### src/sdwc_pkg.sv
//==================================================
// Shared constants
//==================================================
package sdwc_pkg;
   localparam int unsigned FRAME_BITS   = 16;
   localparam int unsigned MODE_HI_POS  = 13;
   localparam int unsigned MODE_LO_POS  = 12;
   localparam int unsigned CODE_MSB_POS = 11;
   localparam int unsigned CODE_LSB_POS = 4;
   localparam logic [7:0]  CODE_RESET   = 8'h00;
   localparam logic [1:0]  MODE_RESET   = 2'h0;
   localparam logic [1:0]  MODE_NORMAL  = 2'h0;
   localparam logic [1:0]  MODE_PD_1K   = 2'h1;
   localparam logic [1:0]  MODE_PD_100K = 2'h2;
   localparam logic [1:0]  MODE_PD_OPEN = 2'h3;
   localparam int unsigned SCLK_HALF_DIV = 4;
   localparam int unsigned SYNC_IDLE_CYCLES = 2;
   localparam logic [7:0]  REG_ADDR_CTRL   = 8'h00;
   localparam logic [7:0]  REG_ADDR_STATUS = 8'h04;
   localparam logic [7:0]  REG_ADDR_LAST   = 8'h08;
   localparam int unsigned CTRL_MODE_POS   = 8;
   localparam int unsigned CTRL_PARK_POS   = 10;
endpackage : sdwc_pkg

### src/sdwc_link_if.sv
`timescale 1ns/1ps
`default_nettype none
//==================================================
// Three-wire write-only link
//==================================================
interface sdwc_link_if;
   logic syncN;
   logic sclk;
   logic sdata;
   modport host   (output syncN, output sclk, output sdata);
   modport device (input syncN, input sclk, input sdata);
endinterface : sdwc_link_if
`default_nettype wire

### src/sdwc_device.sv
// The address map and strobed register access are this design's own decisions.
`timescale 1ns/1ps
`default_nettype none
module sdwc_device
   import sdwc_pkg::*;
(
   input  wire logic      clk,
   input  wire logic      rst_n,
   sdwc_link_if.device    link,
   output var  logic [7:0] dacCode,
   output var  logic [1:0] opMode,
   output var  logic       ampEnable,
   output var  logic       load1kEnable,
   output var  logic       load100kEnable,
   output var  logic       frameApplied
);
   //==================================================
   // Input synchronisers
   //==================================================
   logic [1:0] syncSh_r;
   logic [1:0] sclkSh_r;
   logic [1:0] dataSh_r;
   logic       syncPrev_r;
   logic       sclkPrev_r;

   // Frame select, idles high, no false fall after reset
   always_ff @(posedge clk or negedge rst_n)
   begin
      if (!rst_n)
      begin
         syncSh_r   <= 2'h3;
         syncPrev_r <= 1'b1;
      end
      else
      begin
         syncSh_r   <= {syncSh_r[0], link.syncN};
         syncPrev_r <= syncSh_r[1];
      end
   end

   // Serial clock, idles low
   always_ff @(posedge clk or negedge rst_n)
   begin
      if (!rst_n)
      begin
         sclkSh_r   <= 2'h0;
         sclkPrev_r <= 1'b0;
      end
      else
      begin
         sclkSh_r   <= {sclkSh_r[0], link.sclk};
         sclkPrev_r <= sclkSh_r[1];
      end
   end

   // Serial data, same latency as the clock
   always_ff @(posedge clk or negedge rst_n)
   begin
      if (!rst_n)
      begin
         dataSh_r <= 2'h0;
      end
      else
      begin
         dataSh_r <= {dataSh_r[0], link.sdata};
      end
   end

   logic syncLow;
   logic syncFall;
   logic sclkFall;
   assign syncLow  = ~syncSh_r[1];
   assign syncFall = syncPrev_r & ~syncSh_r[1];
   assign sclkFall = sclkPrev_r & ~sclkSh_r[1];

   //==================================================
   // Shift register and frame tracking
   //==================================================
   logic [15:0] shift_r;
   logic [4:0]  count_r;
   logic        armed_r;
   logic [15:0] shiftNxt;
   logic        lastEdge;

   assign shiftNxt = {shift_r[14:0], dataSh_r[1]};
   assign lastEdge = armed_r & syncLow & sclkFall & (count_r == 5'(FRAME_BITS - 1));

   // Shift register, cleared outside a frame
   always_ff @(posedge clk or negedge rst_n)
   begin
      if (!rst_n)
      begin
         shift_r <= 16'h0000;
      end
      else if (!syncLow || syncFall)
      begin
         shift_r <= 16'h0000;
      end
      else if (armed_r && sclkFall)
      begin
         shift_r <= shiftNxt;
      end
   end

   // Falling edge counter
   always_ff @(posedge clk or negedge rst_n)
   begin
      if (!rst_n)
      begin
         count_r <= 5'h00;
      end
      else if (!syncLow || syncFall)
      begin
         count_r <= 5'h00;
      end
      else if (armed_r && sclkFall)
      begin
         count_r <= count_r + 5'h01;
      end
   end

   // Frame armed from select fall until applied or until select rises
   always_ff @(posedge clk or negedge rst_n)
   begin
      if (!rst_n)
      begin
         armed_r <= 1'b0;
      end
      else if (!syncLow)
      begin
         armed_r <= 1'b0;
      end
      else if (syncFall)
      begin
         armed_r <= 1'b1;
      end
      else if (lastEdge)
      begin
         armed_r <= 1'b0;
      end
   end

   //==================================================
   // Converter register and mode
   //==================================================
   always_ff @(posedge clk or negedge rst_n)
   begin
      if (!rst_n)
      begin
         dacCode      <= CODE_RESET;
         opMode       <= MODE_RESET;
         frameApplied <= 1'b0;
      end
      else
      begin
         frameApplied <= lastEdge;
         if (lastEdge)
         begin
            dacCode <= shiftNxt[CODE_MSB_POS:CODE_LSB_POS];
            opMode  <= shiftNxt[MODE_HI_POS:MODE_LO_POS];
         end
      end
   end

   //==================================================
   // Analog control
   //==================================================
   function automatic logic sdwc_mode_is(input logic [1:0] mode, input logic [1:0] sel);
      return (mode == sel);
   endfunction : sdwc_mode_is

   // Follows the mode one clock late
   always_ff @(posedge clk or negedge rst_n)
   begin
      if (!rst_n)
      begin
         ampEnable      <= 1'b1;
         load1kEnable   <= 1'b0;
         load100kEnable <= 1'b0;
      end
      else
      begin
         ampEnable      <= sdwc_mode_is(opMode, MODE_NORMAL);
         load1kEnable   <= sdwc_mode_is(opMode, MODE_PD_1K);
         load100kEnable <= sdwc_mode_is(opMode, MODE_PD_100K);
      end
   end
endmodule : sdwc_device
`default_nettype wire

### src/flat_wrapper.sv
// flat-port wrapper written by rule: the top's interface ports become plain ports
module sdwc_device_flat import sdwc_pkg::*;
  (clk, rst_n, dacCode, opMode, ampEnable, load1kEnable, load100kEnable, frameApplied, link_syncN, link_sclk, link_sdata);
  sdwc_link_if link_i ();
  input  wire logic clk;
  input  wire logic rst_n;
  output var  logic [7:0] dacCode;
  output var  logic [1:0] opMode;
  output var  logic ampEnable;
  output var  logic load1kEnable;
  output var  logic load100kEnable;
  output var  logic frameApplied;
  input wire logic [$bits(link_i.syncN)-1:0] link_syncN;
  input wire logic [$bits(link_i.sclk)-1:0] link_sclk;
  input wire logic [$bits(link_i.sdata)-1:0] link_sdata;
  assign link_i.syncN = link_syncN;
  assign link_i.sclk = link_sclk;
  assign link_i.sdata = link_sdata;
  sdwc_device u_core (.clk(clk), .rst_n(rst_n), .link(link_i), .dacCode(dacCode), .opMode(opMode), .ampEnable(ampEnable), .load1kEnable(load1kEnable), .load100kEnable(load100kEnable), .frameApplied(frameApplied));
endmodule
### config.mk
export PLATFORM = sky130hd
export DESIGN_NAME = sdwc_device_flat
export DESIGN_NICKNAME = d
export VERILOG_FILES = /design/src/sdwc_pkg.sv /design/src/sdwc_link_if.sv /design/src/sdwc_device.sv /design/src/flat_wrapper.sv
export SDC_FILE = /design/constraint.sdc
export NUM_CORES = 1
export LEC_CHECK = 0
export ABC_AREA = 0
export BUFFER_PORTS_ARGS = -buffer_cell sky130_fd_sc_hd__buf_2
export CORE_MARGIN = 1.5
export CORE_UTILIZATION = 45
export DETAILED_ROUTE_END_ITERATION = 10
export GPL_TIMING_DRIVEN = 0
export HOLD_SLACK_MARGIN = 0.02
export SLEW_MARGIN = 30
export SYNTH_ARGS = -nofsm -noshare
export SYNTH_HDL_FRONTEND = slang
export SYNTH_SLANG_ARGS = --single-unit
### constraint.sdc
create_clock -name clk -period 2.2 [get_ports clk]
set_input_delay 0.11 -clock clk [delete_from_list [all_inputs] [get_ports clk]]
set_output_delay 0.11 -clock clk [all_outputs]
set_load 0.005 [all_outputs]
Word-level counts from Yosys, hierarchy flattened. Index checks and enable logic that the tools add are counted.

Add/subtract/negate cells: 1. Multiply operators: 0. Divide/modulo/power cells: 0. Magnitude comparators: 0. Equality and inequality tests: 3. Shift operators: 0. Muxes and demuxes: 7. Bitwise operators: 7. Reductions and logical operators: 5.

Operators by type and width (number): 13-bit two-way mux (2); 5-bit two-way mux (2); 5-bit by 1-bit adder with 5-bit output (second input constant) (1); 1-bit bitwise AND (5); 5-bit by 4-bit equality test with 1-bit output (second input constant) (1); 1-bit two-way mux (3); 3-bit nonzero test (1); 2-bit by 1-bit equality test with 1-bit output (second input constant) (1); 2-bit equality test (second input constant) (1); 2-bit logical NOT (1); 1-bit NOT (2); 2-bit nonzero test (1); 1-bit logical AND (1); 1-bit logical OR (1).

Register bits: 41. Latch bits: 0. Memory bits (writable): 0. ROM bits: 0. Input port bits: 5. Output and inout bits: 14. Word-level logic and storage cells: 37. Memories: 0.

Depth between registers and ports, before layout. Gate-level depths: netlist of run 1.

Depth in word-level cells: 7. Depth in mapped cells: 6. Depth with buffers taken out: 6.

Worst setup path after synthesis of run 1. OpenSTA, ideal clock, no wires.

Path type: reg2reg. Start point: register u_core.count_r[0]. End point: register u_core.dacCode[0]. Setup time: 0.125 ns. Data arrival time: 1.518 ns. Data required time: 2.075 ns. Setup slack: 0.557 ns. Cell stages (with the launch flop): 7. Path buffers: 1. Period minus slack after synthesis: 1.643 ns. Cells stage by stage: dfrtp_1 -> ha_1 -> and3_1 -> ha_1 -> nor3b_4 -> buf_12 -> mux2_4.

Longest elaborated chain between the ends: 2.

RTL lines: from (decl) (RTL line sdwc_device.sv:80) `logic [4:0] count_r;`; from (signal assigned) (RTL line sdwc_device.sv:118) `count_r <= count_r + 5'h01;`; 5-bit by 4-bit equality test with 1-bit output (RTL line sdwc_device.sv:86) `assign lastEdge = armed_r & syncLow & sclkFall & (count_r == 5'(FRAME_BITS - 1));`; 1-bit bitwise AND (RTL line sdwc_device.sv:86); net u_core.lastEdge (RTL line sdwc_device.sv:83) `logic lastEdge;`; to (signal assigned) (RTL line sdwc_device.sv:159) `dacCode <= shiftNxt[CODE_MSB_POS:CODE_LSB_POS];`; to (decl) (RTL line sdwc_device.sv:10) `output var logic [7:0] dacCode,`.

The timed path passes the listed nets, and every way through them passes these cells. A chain may end at the register's enable or synchronous reset.

Worst setup path in the final report of run 1.
Start point: register u_core.count_r[0]. End point: register u_core.dacCode[6].

The elaborated chain is that of the path after synthesis.

==> summary by stage, run 1 <==
Run status
The run finished with clean final reports.

Place
The worst-case setup slack after placement is 0.466 ns. The placed instance area is between 1500 and 2000 um^2. The HPWL reported at the end of detailed placement is 1460 um. The final RePlAce weighted congestion is ~0.77. Input and output buffers added on the ports amount to 18.

Timing
The worst-margin pin slew is about 0.49 ns. The setup slack after layout is 0.473 ns. The clock arrives with 0.0217 ns of skew.

Setup violations remaining at the end of the flow were counted as 0. The worst path needs 1.73 ns of the cycle, external delays included. Setup repair after global routing left no endpoint under its margin.

The final max-slew violation count is 0. The timing-limited maximum frequency is approximately 0.58 GHz. The final-layout worst hold slack is 0.245 ns. The setup TNS after final layout is 0 ns. After layout, the worst path uses 78.5% of the clock period.

The worst slew margin relative to its limit is between 60 and 70%. The count of final hold-check violations is 0.

Clock network
The H-tree was split into 2 levels. The clock passes through at most 2 buffers. The clock latency on the worst-skew pair is 0.35 ns. After clock tree synthesis, the clock-pin slew on the worst setup and hold paths is between 0.1 and 0.15 ns. The clock tree from TritonCTS is yes. The CTS sink count is just over 40. In this run the clock root is driven by a clkbuf_4.

The number of buffers inserted during clock tree synthesis is 5.

Synth
The most frequently used flop master after synthesis is dfrtp_1. The post-synthesis register bit count is 41. The total number of yosys warnings is 0. Sorting the synthesized cells by how often they occur yields 37 x dfrtp_1, 14 x a22o_1, 9 x mux2_4. By instance count, the leading cell after synthesis is dfrtp_1. The cell type with the highest aggregate area in the netlist is dfrtp_1. In the synthesized netlist the async set-or-reset flop fraction comes to 100%. Counting every net in the synthesized netlist gives ~100.

In this run the mean area of a mapped cell was 16.4 um^2. By area the synthesized netlist is led by dfrtp_1 60%, mux2_4 8.7%, a22o_1 7.9%, dfstp_2 6.8%, ha_1 1.6%. The area fraction of the dominant cell type after synthesis is 59.5%. Yosys mapped a number of flops with a built-in enable equal to 0.

The netlist area before placement is 1560 um^2. The fraction of the yosys area taken by sequential cells is between 60% and 70%. The synthesized netlist contains 27 unique library cells. The cell count after synthesis came out at 95.

Global routing
In the global route stage, met2 resource usage came out at 19.4%. The most crowded layer after global routing is met2. The largest net degree at the start of global routing is 42.

The aggregate global routing overflow is 0. The global-route wire length before repair is 3560 um. The number of antenna violations at the first check in global routing is 0. Across every metal layer, demand over resource in global routing totals 13.5%. Global routing used 6.21% of the available met3 tracks. The via count of the first global-routing pass is about 760. Global routing used 17.5% of the available met1 tracks.

Route
The detailed-router iteration count before antenna repair is 4. The total detailed-routing wirelength is 2210 um. The DRC violation count after routing is 0. The routed length per instance is 12.9 um.

The remaining antenna violation count after routing is 0. The count of routing violations after the opening detailed-route iteration is 37. The detail-routed via count per cell is 4.91. Across all layers, the routed design uses 840 vias.

Critical path
The library cell appearing most often on the critical path is ha_1. Among cell families on the critical path, the largest total delay comes from simple AND/OR/NAND/NOR gates. The worst setup path is launched from a register. The category of the critical setup timing path is reg2reg. The critical path goes through ha_1 > and3_1 > ha_1 > nor3b_4 > buf_12 > mux2_4. The required time at the endpoint of the critical path is about 2.4 ns. The highest cell delay on the worst timing path is 0.40 ns. The number of buffers and inverters on the critical path is 1. The library cell contributing the largest single delay on the critical path is dfrtp_1. The type of element capturing the critical path is a register. Of all nets on the critical path, the largest fanout is 10. The worst endpoint data arrival time is 1.96 ns.

Layout
The final instance area is about 1800 um^2. Of the cells placed in the final design, the portion with a size suffix greater than 1 is 37.6%. The area overhead of the layout relative to synthesis is 17.1%. The number of antenna cells inserted is 0.

The multi-input combinational cell area is 470 um^2. The number of filler cells placed in the layout is 300. The area occupied by registers is 1030 um^2. The count of nets after finishing is 131.

Pwr
The analysis attributes to cell leakage a power of 0.927 nW. Power spread over the standard cell area amounts to 703 nW/um^2. The worst-case IR drop observed on VDD is 0.382 mV.

Die
The effective utilization at floorplan is roughly 47%. The area of the core is about 3300 um^2. The die covers ~3800 um^2. The height of the die is 61.8 um. The number of I/O pins is 19. Row generation in the floorplan step produced 21 rows.

The die span in x is 61.8 um.

Flow run
The reported max-cap violation count is 0.

Hold path
The worst min-delay path class is in2async.
[timing repair]
action                                  4_1_cts  5_1_grt
endpoints found under the setup margin        0        0
hold endpoints to repair                     40        0
gates resized for setup                       0        0
setup buffers                                 0        0
hold buffers                                  4        0
[path summary, 6_finish.rpt]
check	start	endpoint	slack [ns]	cells after the start
worst max-delay path	u_core.count_r[0]	u_core.dacCode[6]	0.47	6
worst min-delay path	rst_n	u_core.dacCode[4]	0.25	2
max in group asynchronous	rst_n	u_core.syncPrev_r	1.57	2
min in group clk	u_core.sclkSh_r[0]	u_core.sclkSh_r[1]	0.36	0
worst max register to register	u_core.count_r[0]	u_core.dacCode[6]	0.47	6
worst min register to register	u_core.sclkSh_r[0]	u_core.sclkSh_r[1]	0.36	0
[cell families after synthesis]
family,count (synthesis),synth area share [%]
AOI/OAI and AO/OA,18,9.33
and+or+nand+nor,17,8.77
DFF,41,66.3
adders and majority gates,2,1.61
buffers and inverters,5,3.46
muxes,10,9.41
xor gates and xnor gates,2,1.13
[report_power, final]
part / internal, W / leakage (nW) / switching (W) / total [W]
registers: 0.000765 / 0.546 / 0.00000681 / 0.000772
logic: 0.0000171 / 0.338 / 0.0000264 / 0.0000435
clock network: 0.000238 / 0.0422 / 0.000228 / 0.000466
[stage by stage]
stage / power (W) / util (%) / instances
final: 0.00128 / 54.6 / 171
after CTS: 0.00130 / 54.5 / 171
after floorplan: 0.000803 / - / 95
after detailed placement: 0.000825 / 51.0 / 159
after global routing: 0.00134 / 54.6 / 171
after global placement: 0.000824 / 51.0 / 159
[state kept, by name (all words and copies together), names as in the netlist]
| name | cells |
|---|---|
| u_core.shift_r | 13 |
| u_core.dacCode | 8 |
| u_core.load100kEnable | 1 |
| u_core.frameApplied | 1 |
| u_core.ampEnable | 1 |
| u_core.sclkPrev_r | 1 |
| u_core.opMode | 2 |
| u_core.armed_r | 1 |
| u_core.count_r | 5 |
| u_core.dataSh_r | 2 |
| u_core.load1kEnable | 1 |
| u_core.syncSh_r | 2 |
| u_core.syncPrev_r | 1 |
| u_core.sclkSh_r | 2 |
[cells in the final DEF, fill, tap and decap left out, types with 2 or more instances in the layout]
cell           instances
dlygate4sd3_1          4
dfrtp_1               37
xor2_1                 2
buf_2                 17
nor2b_1                2
a22o_1                14
ha_1                   2
buf_6                  2
nor2_1                 4
a21oi_1                2
dfstp_2                4
buf_4                  2
clkbuf_4               5
mux2_4                 9
[per-layer routing]
layer	part of all wire (%)	up-vias
met4	2.1	0
met5	0	-
met2	46	19
li1	-	395
met3	4.6	5
met1	47	421
[area by class of cell]
type | instances | share of cell area, %
plain buffers | 4 | 2.75
multi-input cells | 49 | 25.8
clock buffers | 6 | 2.27
repair buffers | 22 | 7.28
inverters | 1 | 0.206
clock inverters | 2 | 1.92
flip-flops and latches | 41 | 56.6
well taps | 46 | 3.16
Power figures use the tool's default switching activity.
==> inputs of run 2 (changes only) <==
- clock period: 2.2 -> 1.6 ns (I/O delays scaled with it)
==> summary by stage, run 2 (synthesis gave the netlist of run 1 again) <==
Run status
The flow ran to the end, but the final reports show violations. The checks that failed: setup timing.

Critical path
The number of buffers and inverters on the critical path is 1. The library cell contributing the largest single delay on the critical path is dfrtp_1. STA classifies the critical path endpoint as a register. The largest single stage delay on the critical path is 0.37 ns. The highest net fanout along the worst path is 10. The startpoint kind of the worst setup timing path is a register.

Walking the worst path, the cells encountered are ha_2 > and3_4 > ha_4 > nor3b_4 > buf_12 > mux2_4. The reg-to-reg critical path endpoint is u_core.dacCode[0]. The count of cells along the worst register-to-register path is 6. The category of the critical setup timing path is reg2reg. The startpoint of the worst register-to-register path is u_core.count_r[0]. The largest delay contributor family on the critical path is simple AND/OR/NAND/NOR gates. For flop-to-flop paths, the worst setup slack is -0.08 ns. Data on the critical path is required at its endpoint by roughly 1.9 ns.

The worst endpoint data arrival time is 1.92 ns.

Die
In this run the horizontal extent of the chip is 61.8 um. Once the floorplan was initialized, standard cells occupied 46.6% of the core. The floorplan step defined a core boundary enclosing 3340 um^2. In this run the vertical extent of the chip is 61.8 um. The number of placement rows is 21.

The die covers between 3000 and 4000 um^2. Pin placement for this block handled 19 I/O pins.

Timing
Between clock sinks in the finished design, the worst skew comes to 0.00967 ns. The worst-margin pin slew is just under 0.5 ns. The final max-slew violation count is 0. The setup slack after layout is -0.0756 ns. The timing-limited maximum frequency is just under 0.6 GHz. The worst path uses 105% of the clock period. The worst path in the final design needs a cycle of 1.68 ns, including I/O delays and setup. Setup violations remaining at the end of the flow were counted as 10.

The worst slew margin relative to its limit is 67.6%. The count of final hold-check violations is 0. Setup repair after global routing could not meet its margin everywhere.

Route
The total detailed-routing wirelength is ~2200 um. The total number of vias is 879. The detailed-router iteration count before antenna repair is 3. The remaining antenna violation count after routing is 0. The DRC violation count after routing is 0. The detail-routed via count per cell is 4.94. After the first detailed-routing iteration, the DRC count stood at 25. In the final routed layout, each cell accounts on average for 12.6 um.

Clock network
The number of buffers inserted during clock tree synthesis is 5. Clock latency on the worst-skew pair, taken at its later pin, is 0.35 ns. The clock root buffer is clkbuf_4. The H-tree was split into 2 levels. The clock-pin slew of the registers on the worst-case setup and hold paths is 0.12 ns. TritonCTS built the clock tree. The CTS sink count is between 40 and 50. The clock tree buffer depth is 2.

Layout
The final instance area is 1910 um^2. The fraction of the core area covered by cells at the end of the flow is 57.1%. In the layout the commonest cells are 37 x dfrtp_1, 17 x buf_2, 14 x a22o_1.

The register with the most flip-flops in the layout has 13 of them. The leading cell type in the layout, fill and taps excluded is dfrtp_1. The number of antenna cells inserted is 0.

In the final layout, the registers with the most flip-flops are u_core.shift_r (13), u_core.dacCode (8), u_core.count_r (5). In the final layout, the share of cells above drive strength 1 is 43.2%. Compared with the post-synthesis result, the final layout area differs by 22.6%.

The net count of the finished layout is 138. The register name with the most flops is u_core.shift_r.

Place
The placed instance area is 1710 um^2. The count of buffers added on input and output ports is 18. The final RePlAce weighted congestion is 0.752. The HPWL reported at the end of detailed placement is ~1400 um.

Global routing
The global-route wire length before repair is about 3800 um. The total overflow left after global routing is 0. The number of antenna violations at the first check in global routing is 0.

Across every metal layer, demand over resource in global routing totals 14.2%. The largest net degree at the start of global routing is 42. The via count of the first global-routing pass is 840.

Pwr
Summed over all cells, the static leakage comes to 0.965 nW. For this design the ratio of total power to cell area is 950 nW/um^2. The maximum resistive drop on vdd is 0.551 mV.

Hold path
The tightest min-delay check is of the in2async type.

Flow run
The reported max-cap violation count is 0.
[run 2: area by class of cell]
class / count / area (um^2)
Tap cell: 46 / 57.6
Multi-Input combinational cell: 49 / 494
Clock inverter: 1 / 30.0
Sequential cell: 41 / 1030
Fill cell: 292 / 1430
Inverter: 1 / 3.75
Timing Repair Buffer: 29 / 185
Clock buffer: 7 / 55.1
Buffer: 4 / 50.0
[run 2: power by group]
| part | total [W] | switching [W] | internal (W) | leakage (nW) |
|---|---|---|---|---|
| Combinational | 0.0000613 | 0.0000367 | 0.0000246 | 0.373 |
| Clock | 0.000690 | 0.000317 | 0.000373 | 0.0455 |
| Sequential | 0.00106 | 0.00000917 | 0.00105 | 0.546 |
[run 2: through the flow]
step	total power [W]	TNS (ns)	setup WS [ns]	hold WS, ns	cells
3_3_place_gp	0.00113	-1.19	-0.134	0.185	159
3_5_place_dp	0.00114	-1.32	-0.148	0.186	159
4_1_cts	0.00183	-0.704	-0.0798	0.354	176
5_1_grt	0.00189	-1.58	-0.172	0.274	178
2_1_floorplan	0.00110	-0.375	-0.0417	-0.216	95
6_report	0.00181	-0.689	-0.0756	0.224	178
[run 2: worst max path at each step]
stage	start	to	depth (start not counted)
floorplan	u_core.count_r[0]	u_core.dacCode[0]	6
global placement	u_core.count_r[0]	u_core.dacCode[0]	6
detailed placement	u_core.count_r[0]	u_core.dacCode[0]	6
CTS	u_core.count_r[0]	u_core.dacCode[0]	6
global route	u_core.count_r[0]	u_core.dacCode[0]	6
finish	u_core.count_r[0]	u_core.dacCode[0]	6
[run 2: per-layer routing]
| layer | wire [um] | vias to the layer above | GRT usage [%] |
|---|---|---|---|
| met5 | 0 | - | 0 |
| met4 | 44 | 0 | 6.38 |
| met3 | 105 | 6 | 6.21 |
| met2 | 1050 | 18 | 20.9 |
| met1 | 1040 | 443 | 18.1 |
| li1 | - | 412 | - |
[run 2: repair_timing]
| item | CTS | global route |
|---|---|---|
| resized for setup | 4 | 0 |
| setup endpoints to repair | 10 | 10 |
| hold buffers | 4 | 0 |
| endpoints found under the hold margin | 40 | 0 |
| setup buffers | 5 | 2 |
==> inputs of run 3 (changes only) <==
- CORE_MARGIN: 1.5 -> not set
- REMOVE_ABC_BUFFERS: not set -> 1
==> summary by stage, run 3 (synthesis gave the netlist of run 1 again) <==
Run status
The flow ran to the end, but the final reports show violations. The final reports fail on setup timing.

Pwr
The maximum resistive drop on vdd is around 0.46 mV. The analysis attributes to cell leakage a power of 0.932 nW. The share of total power dissipated in combinational logic is under 10%.

The analysis attributes to net switching a power of roughly 0.00035 W. The sequential share of power is 65.0%. In this run the power density over the cells is ~900 nW/um^2. The internal portion of the total power is 0.00129 W. The fraction of power spent switching nets is between 20% and 30%. Of the total power, the clock network draws a little under a third.

Place
The placed cell count is approximately 150. The HPWL reported at the end of detailed placement is approximately 1400 um. The final RePlAce weighted congestion is 0.694.

The worst-case setup slack after placement is -0.505 ns. Buffers placed on the I/O ports in this run total 18.

Critical path
The startpoint kind of the worst setup timing path is a register. Walking the worst path, the cells encountered are ha_2 > and3_4 > ha_4 > nor3b_4 > buf_6 > mux2_4. The type of element capturing the critical path is a register.

The required time at the endpoint of the critical path is 1.83 ns. In this run the critical register-to-register path is launched from u_core.count_r[0]. The startpoint of the worst setup timing path is u_core.count_r[0]. The reg-to-reg critical path endpoint is u_core.dacCode[3]. By startpoint and endpoint, the worst setup path is classified as reg2reg. The slowest stage of the critical path is the dfrtp_1 cell. Data arrives at the worst endpoint at 1.93 ns. The slack of the worst reg-to-reg path is -0.10 ns.

The highest net fanout along the worst path is 7. The count of cells along the worst register-to-register path is 6. The endpoint of the most critical setup path is u_core.dacCode[3]. On the worst path, the slowest cell contributes a delay of 0.37 ns.

Clock network
The clock latency on the worst-skew pair is 0.34 ns. The clock tree buffer depth is 2. The cell sitting at the root of the clock tree is a clkbuf_4. The clock tree from TritonCTS is yes. Clock tree synthesis inserted a total of 5 buffers. The CTS sink count is 41.

After clock tree synthesis, the clock-pin slew on the worst setup and hold paths is 0.11 ns. The H-tree generated during clock tree synthesis spans 2 levels.

Global routing
The global-route wire length before repair is 3850 um. The overall track demand over capacity in global routing is 15.1%. The number of antenna violations at the first check in global routing is 0. Entering global routing, the biggest net connects 42 pins. The via count of the first global-routing pass is 832. The aggregate global routing overflow is 0.

Route
In the final routed layout, each cell accounts on average for 13.1 um. The remaining antenna violation count after routing is 0. Using the TritonRoute via totals, the vias-per-cell ratio works out to 4.95.

The total number of vias is roughly 860. The detailed-router iteration count before antenna repair is 4. The DRC violation count after routing is 0. For this block, the initial DRC count from the detailed router was 20. The total detailed-routing wirelength is approximately 2300 um.

Hold path
The worst min-delay path class is in2async.

Layout
The fraction of final layout cells with drive strength greater than 1 is approximately two fifths. The largest registers in the layout are u_core.shift_r (13), u_core.dacCode (8), u_core.count_r (5). 0 antenna diodes ended up in the layout. The area overhead of the layout relative to synthesis is 18.3%. The final cell count without fillers is 173. The leading cell type in the layout, fill and taps excluded is dfrtp_1. The count of nets after finishing is 135. The number of flip-flops in the largest register is 13. The register name with the most flops is u_core.shift_r. In the layout the commonest cells are 37 x dfrtp_1, 17 x buf_2, 14 x a22o_1.

Die
The die covers 3700 um^2. The die span in x is 60.8 um. The number of I/O pins is 19. The area of the core is 3150 um^2.

The die is 60.8 um tall. The number of placement rows is 20. The effective utilization at floorplan is roughly 49%.

Timing
The final max-slew violation count is 0. The clock skew is 0.00884 ns. Setup repair after global routing could not meet its margin everywhere. Measured against its own limit, the worst slew margin works out to roughly 68%. The worst path uses 106% of the clock period.

The worst-margin pin slew is slightly below 0.5 ns. Setup violations remaining at the end of the flow were counted as 10. The worst path in the final design needs a cycle of 1.70 ns, including I/O delays and setup.

After layout, the worst setup slack is -0.103 ns. The count of final hold-check violations is 0. The timing-limited maximum frequency is between 0.5 and 0.6 GHz.

Flow run
The reported max-cap violation count is 0.
## run 3: changes by cell type in the layout (fill, tap and decap cells not counted)
cell / delta
buf_6: -1
clkbuf_1: +1
buf_12: -1
buf_4: -1
bufinv_16: -1
## run 3: critical path, delay by kind of cell (launching register included)
kind | cells | cell delay, ns
muxes | 1 | 0.30
buffers and inverters | 1 | 0.18
DFF | 1 | 0.37
adders and majority gates | 2 | 0.30
and+or+nand+nor | 2 | 0.43
## run 3: power by group through the flow
stage | clock [W] | combinational (W) | sequential, W
after floorplan | 0 | 0.0000187 | 0.00108
after global placement | 0 | 0.0000468 | 0.00108
after detailed placement | 0 | 0.0000476 | 0.00108
after CTS | 0.000538 | 0.0000559 | 0.00106
after global routing | 0.000594 | 0.0000619 | 0.00106
final | 0.000518 | 0.0000546 | 0.00106
## run 3: how the worst min path moves through the flow
stage / start / to / slack (ns) / depth (start not counted)
final: rst_n / u_core.load1kEnable / 0.25 / 2
after global routing: rst_n / u_core.shift_r[2] / 0.28 / 2
after CTS: link_sclk / u_core.sclkSh_r[0] / 0.36 / 2
after detailed placement: link_syncN / u_core.syncSh_r[0] / 0.19 / 1
after global placement: link_syncN / u_core.syncSh_r[0] / 0.19 / 1
after floorplan: rst_n / u_core.armed_r / -0.22 / 0
## run 3: stage by stage
step	util (%)	total power (W)	hold WS (ns)	area, um^2	TNS [ns]
2_1_floorplan	-	0.00110	-0.216	1510	-2.04
3_3_place_gp	52.3	0.00113	0.187	1650	-4.31
3_5_place_dp	52.3	0.00113	0.187	1650	-4.60
4_1_cts	58.0	0.00165	0.360	1830	-0.832
5_1_grt	58.3	0.00172	0.282	1840	-1.91
6_report	58.3	0.00163	0.251	1840	-0.956
## run 3: per-layer routing
layer | vias to the layer above | track usage, % | part of all wire [%]
met5 | - | 0 | 0
met4 | 0 | 6.82 | 1.6
met3 | 6 | 7.04 | 4.7
met2 | 20 | 23.1 | 47
met1 | 427 | 18.2 | 47
li1 | 404 | - | -
## run 3: repair_timing
action / CTS / global route
pin swaps: 1 / 1
setup buffers: 7 / 1
endpoints found under the hold margin: 40 / 0
resized for setup: 6 / 0
setup endpoints to repair: 11 / 10
hold buffers: 4 / 0
## run 3: area by class of cell
cell class                 count  area (um^2)
clock buffer                   8         58.8
sequential                    41         1030
tap                           44         55.1
inverter                       1         3.75
multi-input combinational     49          494
timing repair buffer          30          196
fill                         276         1310
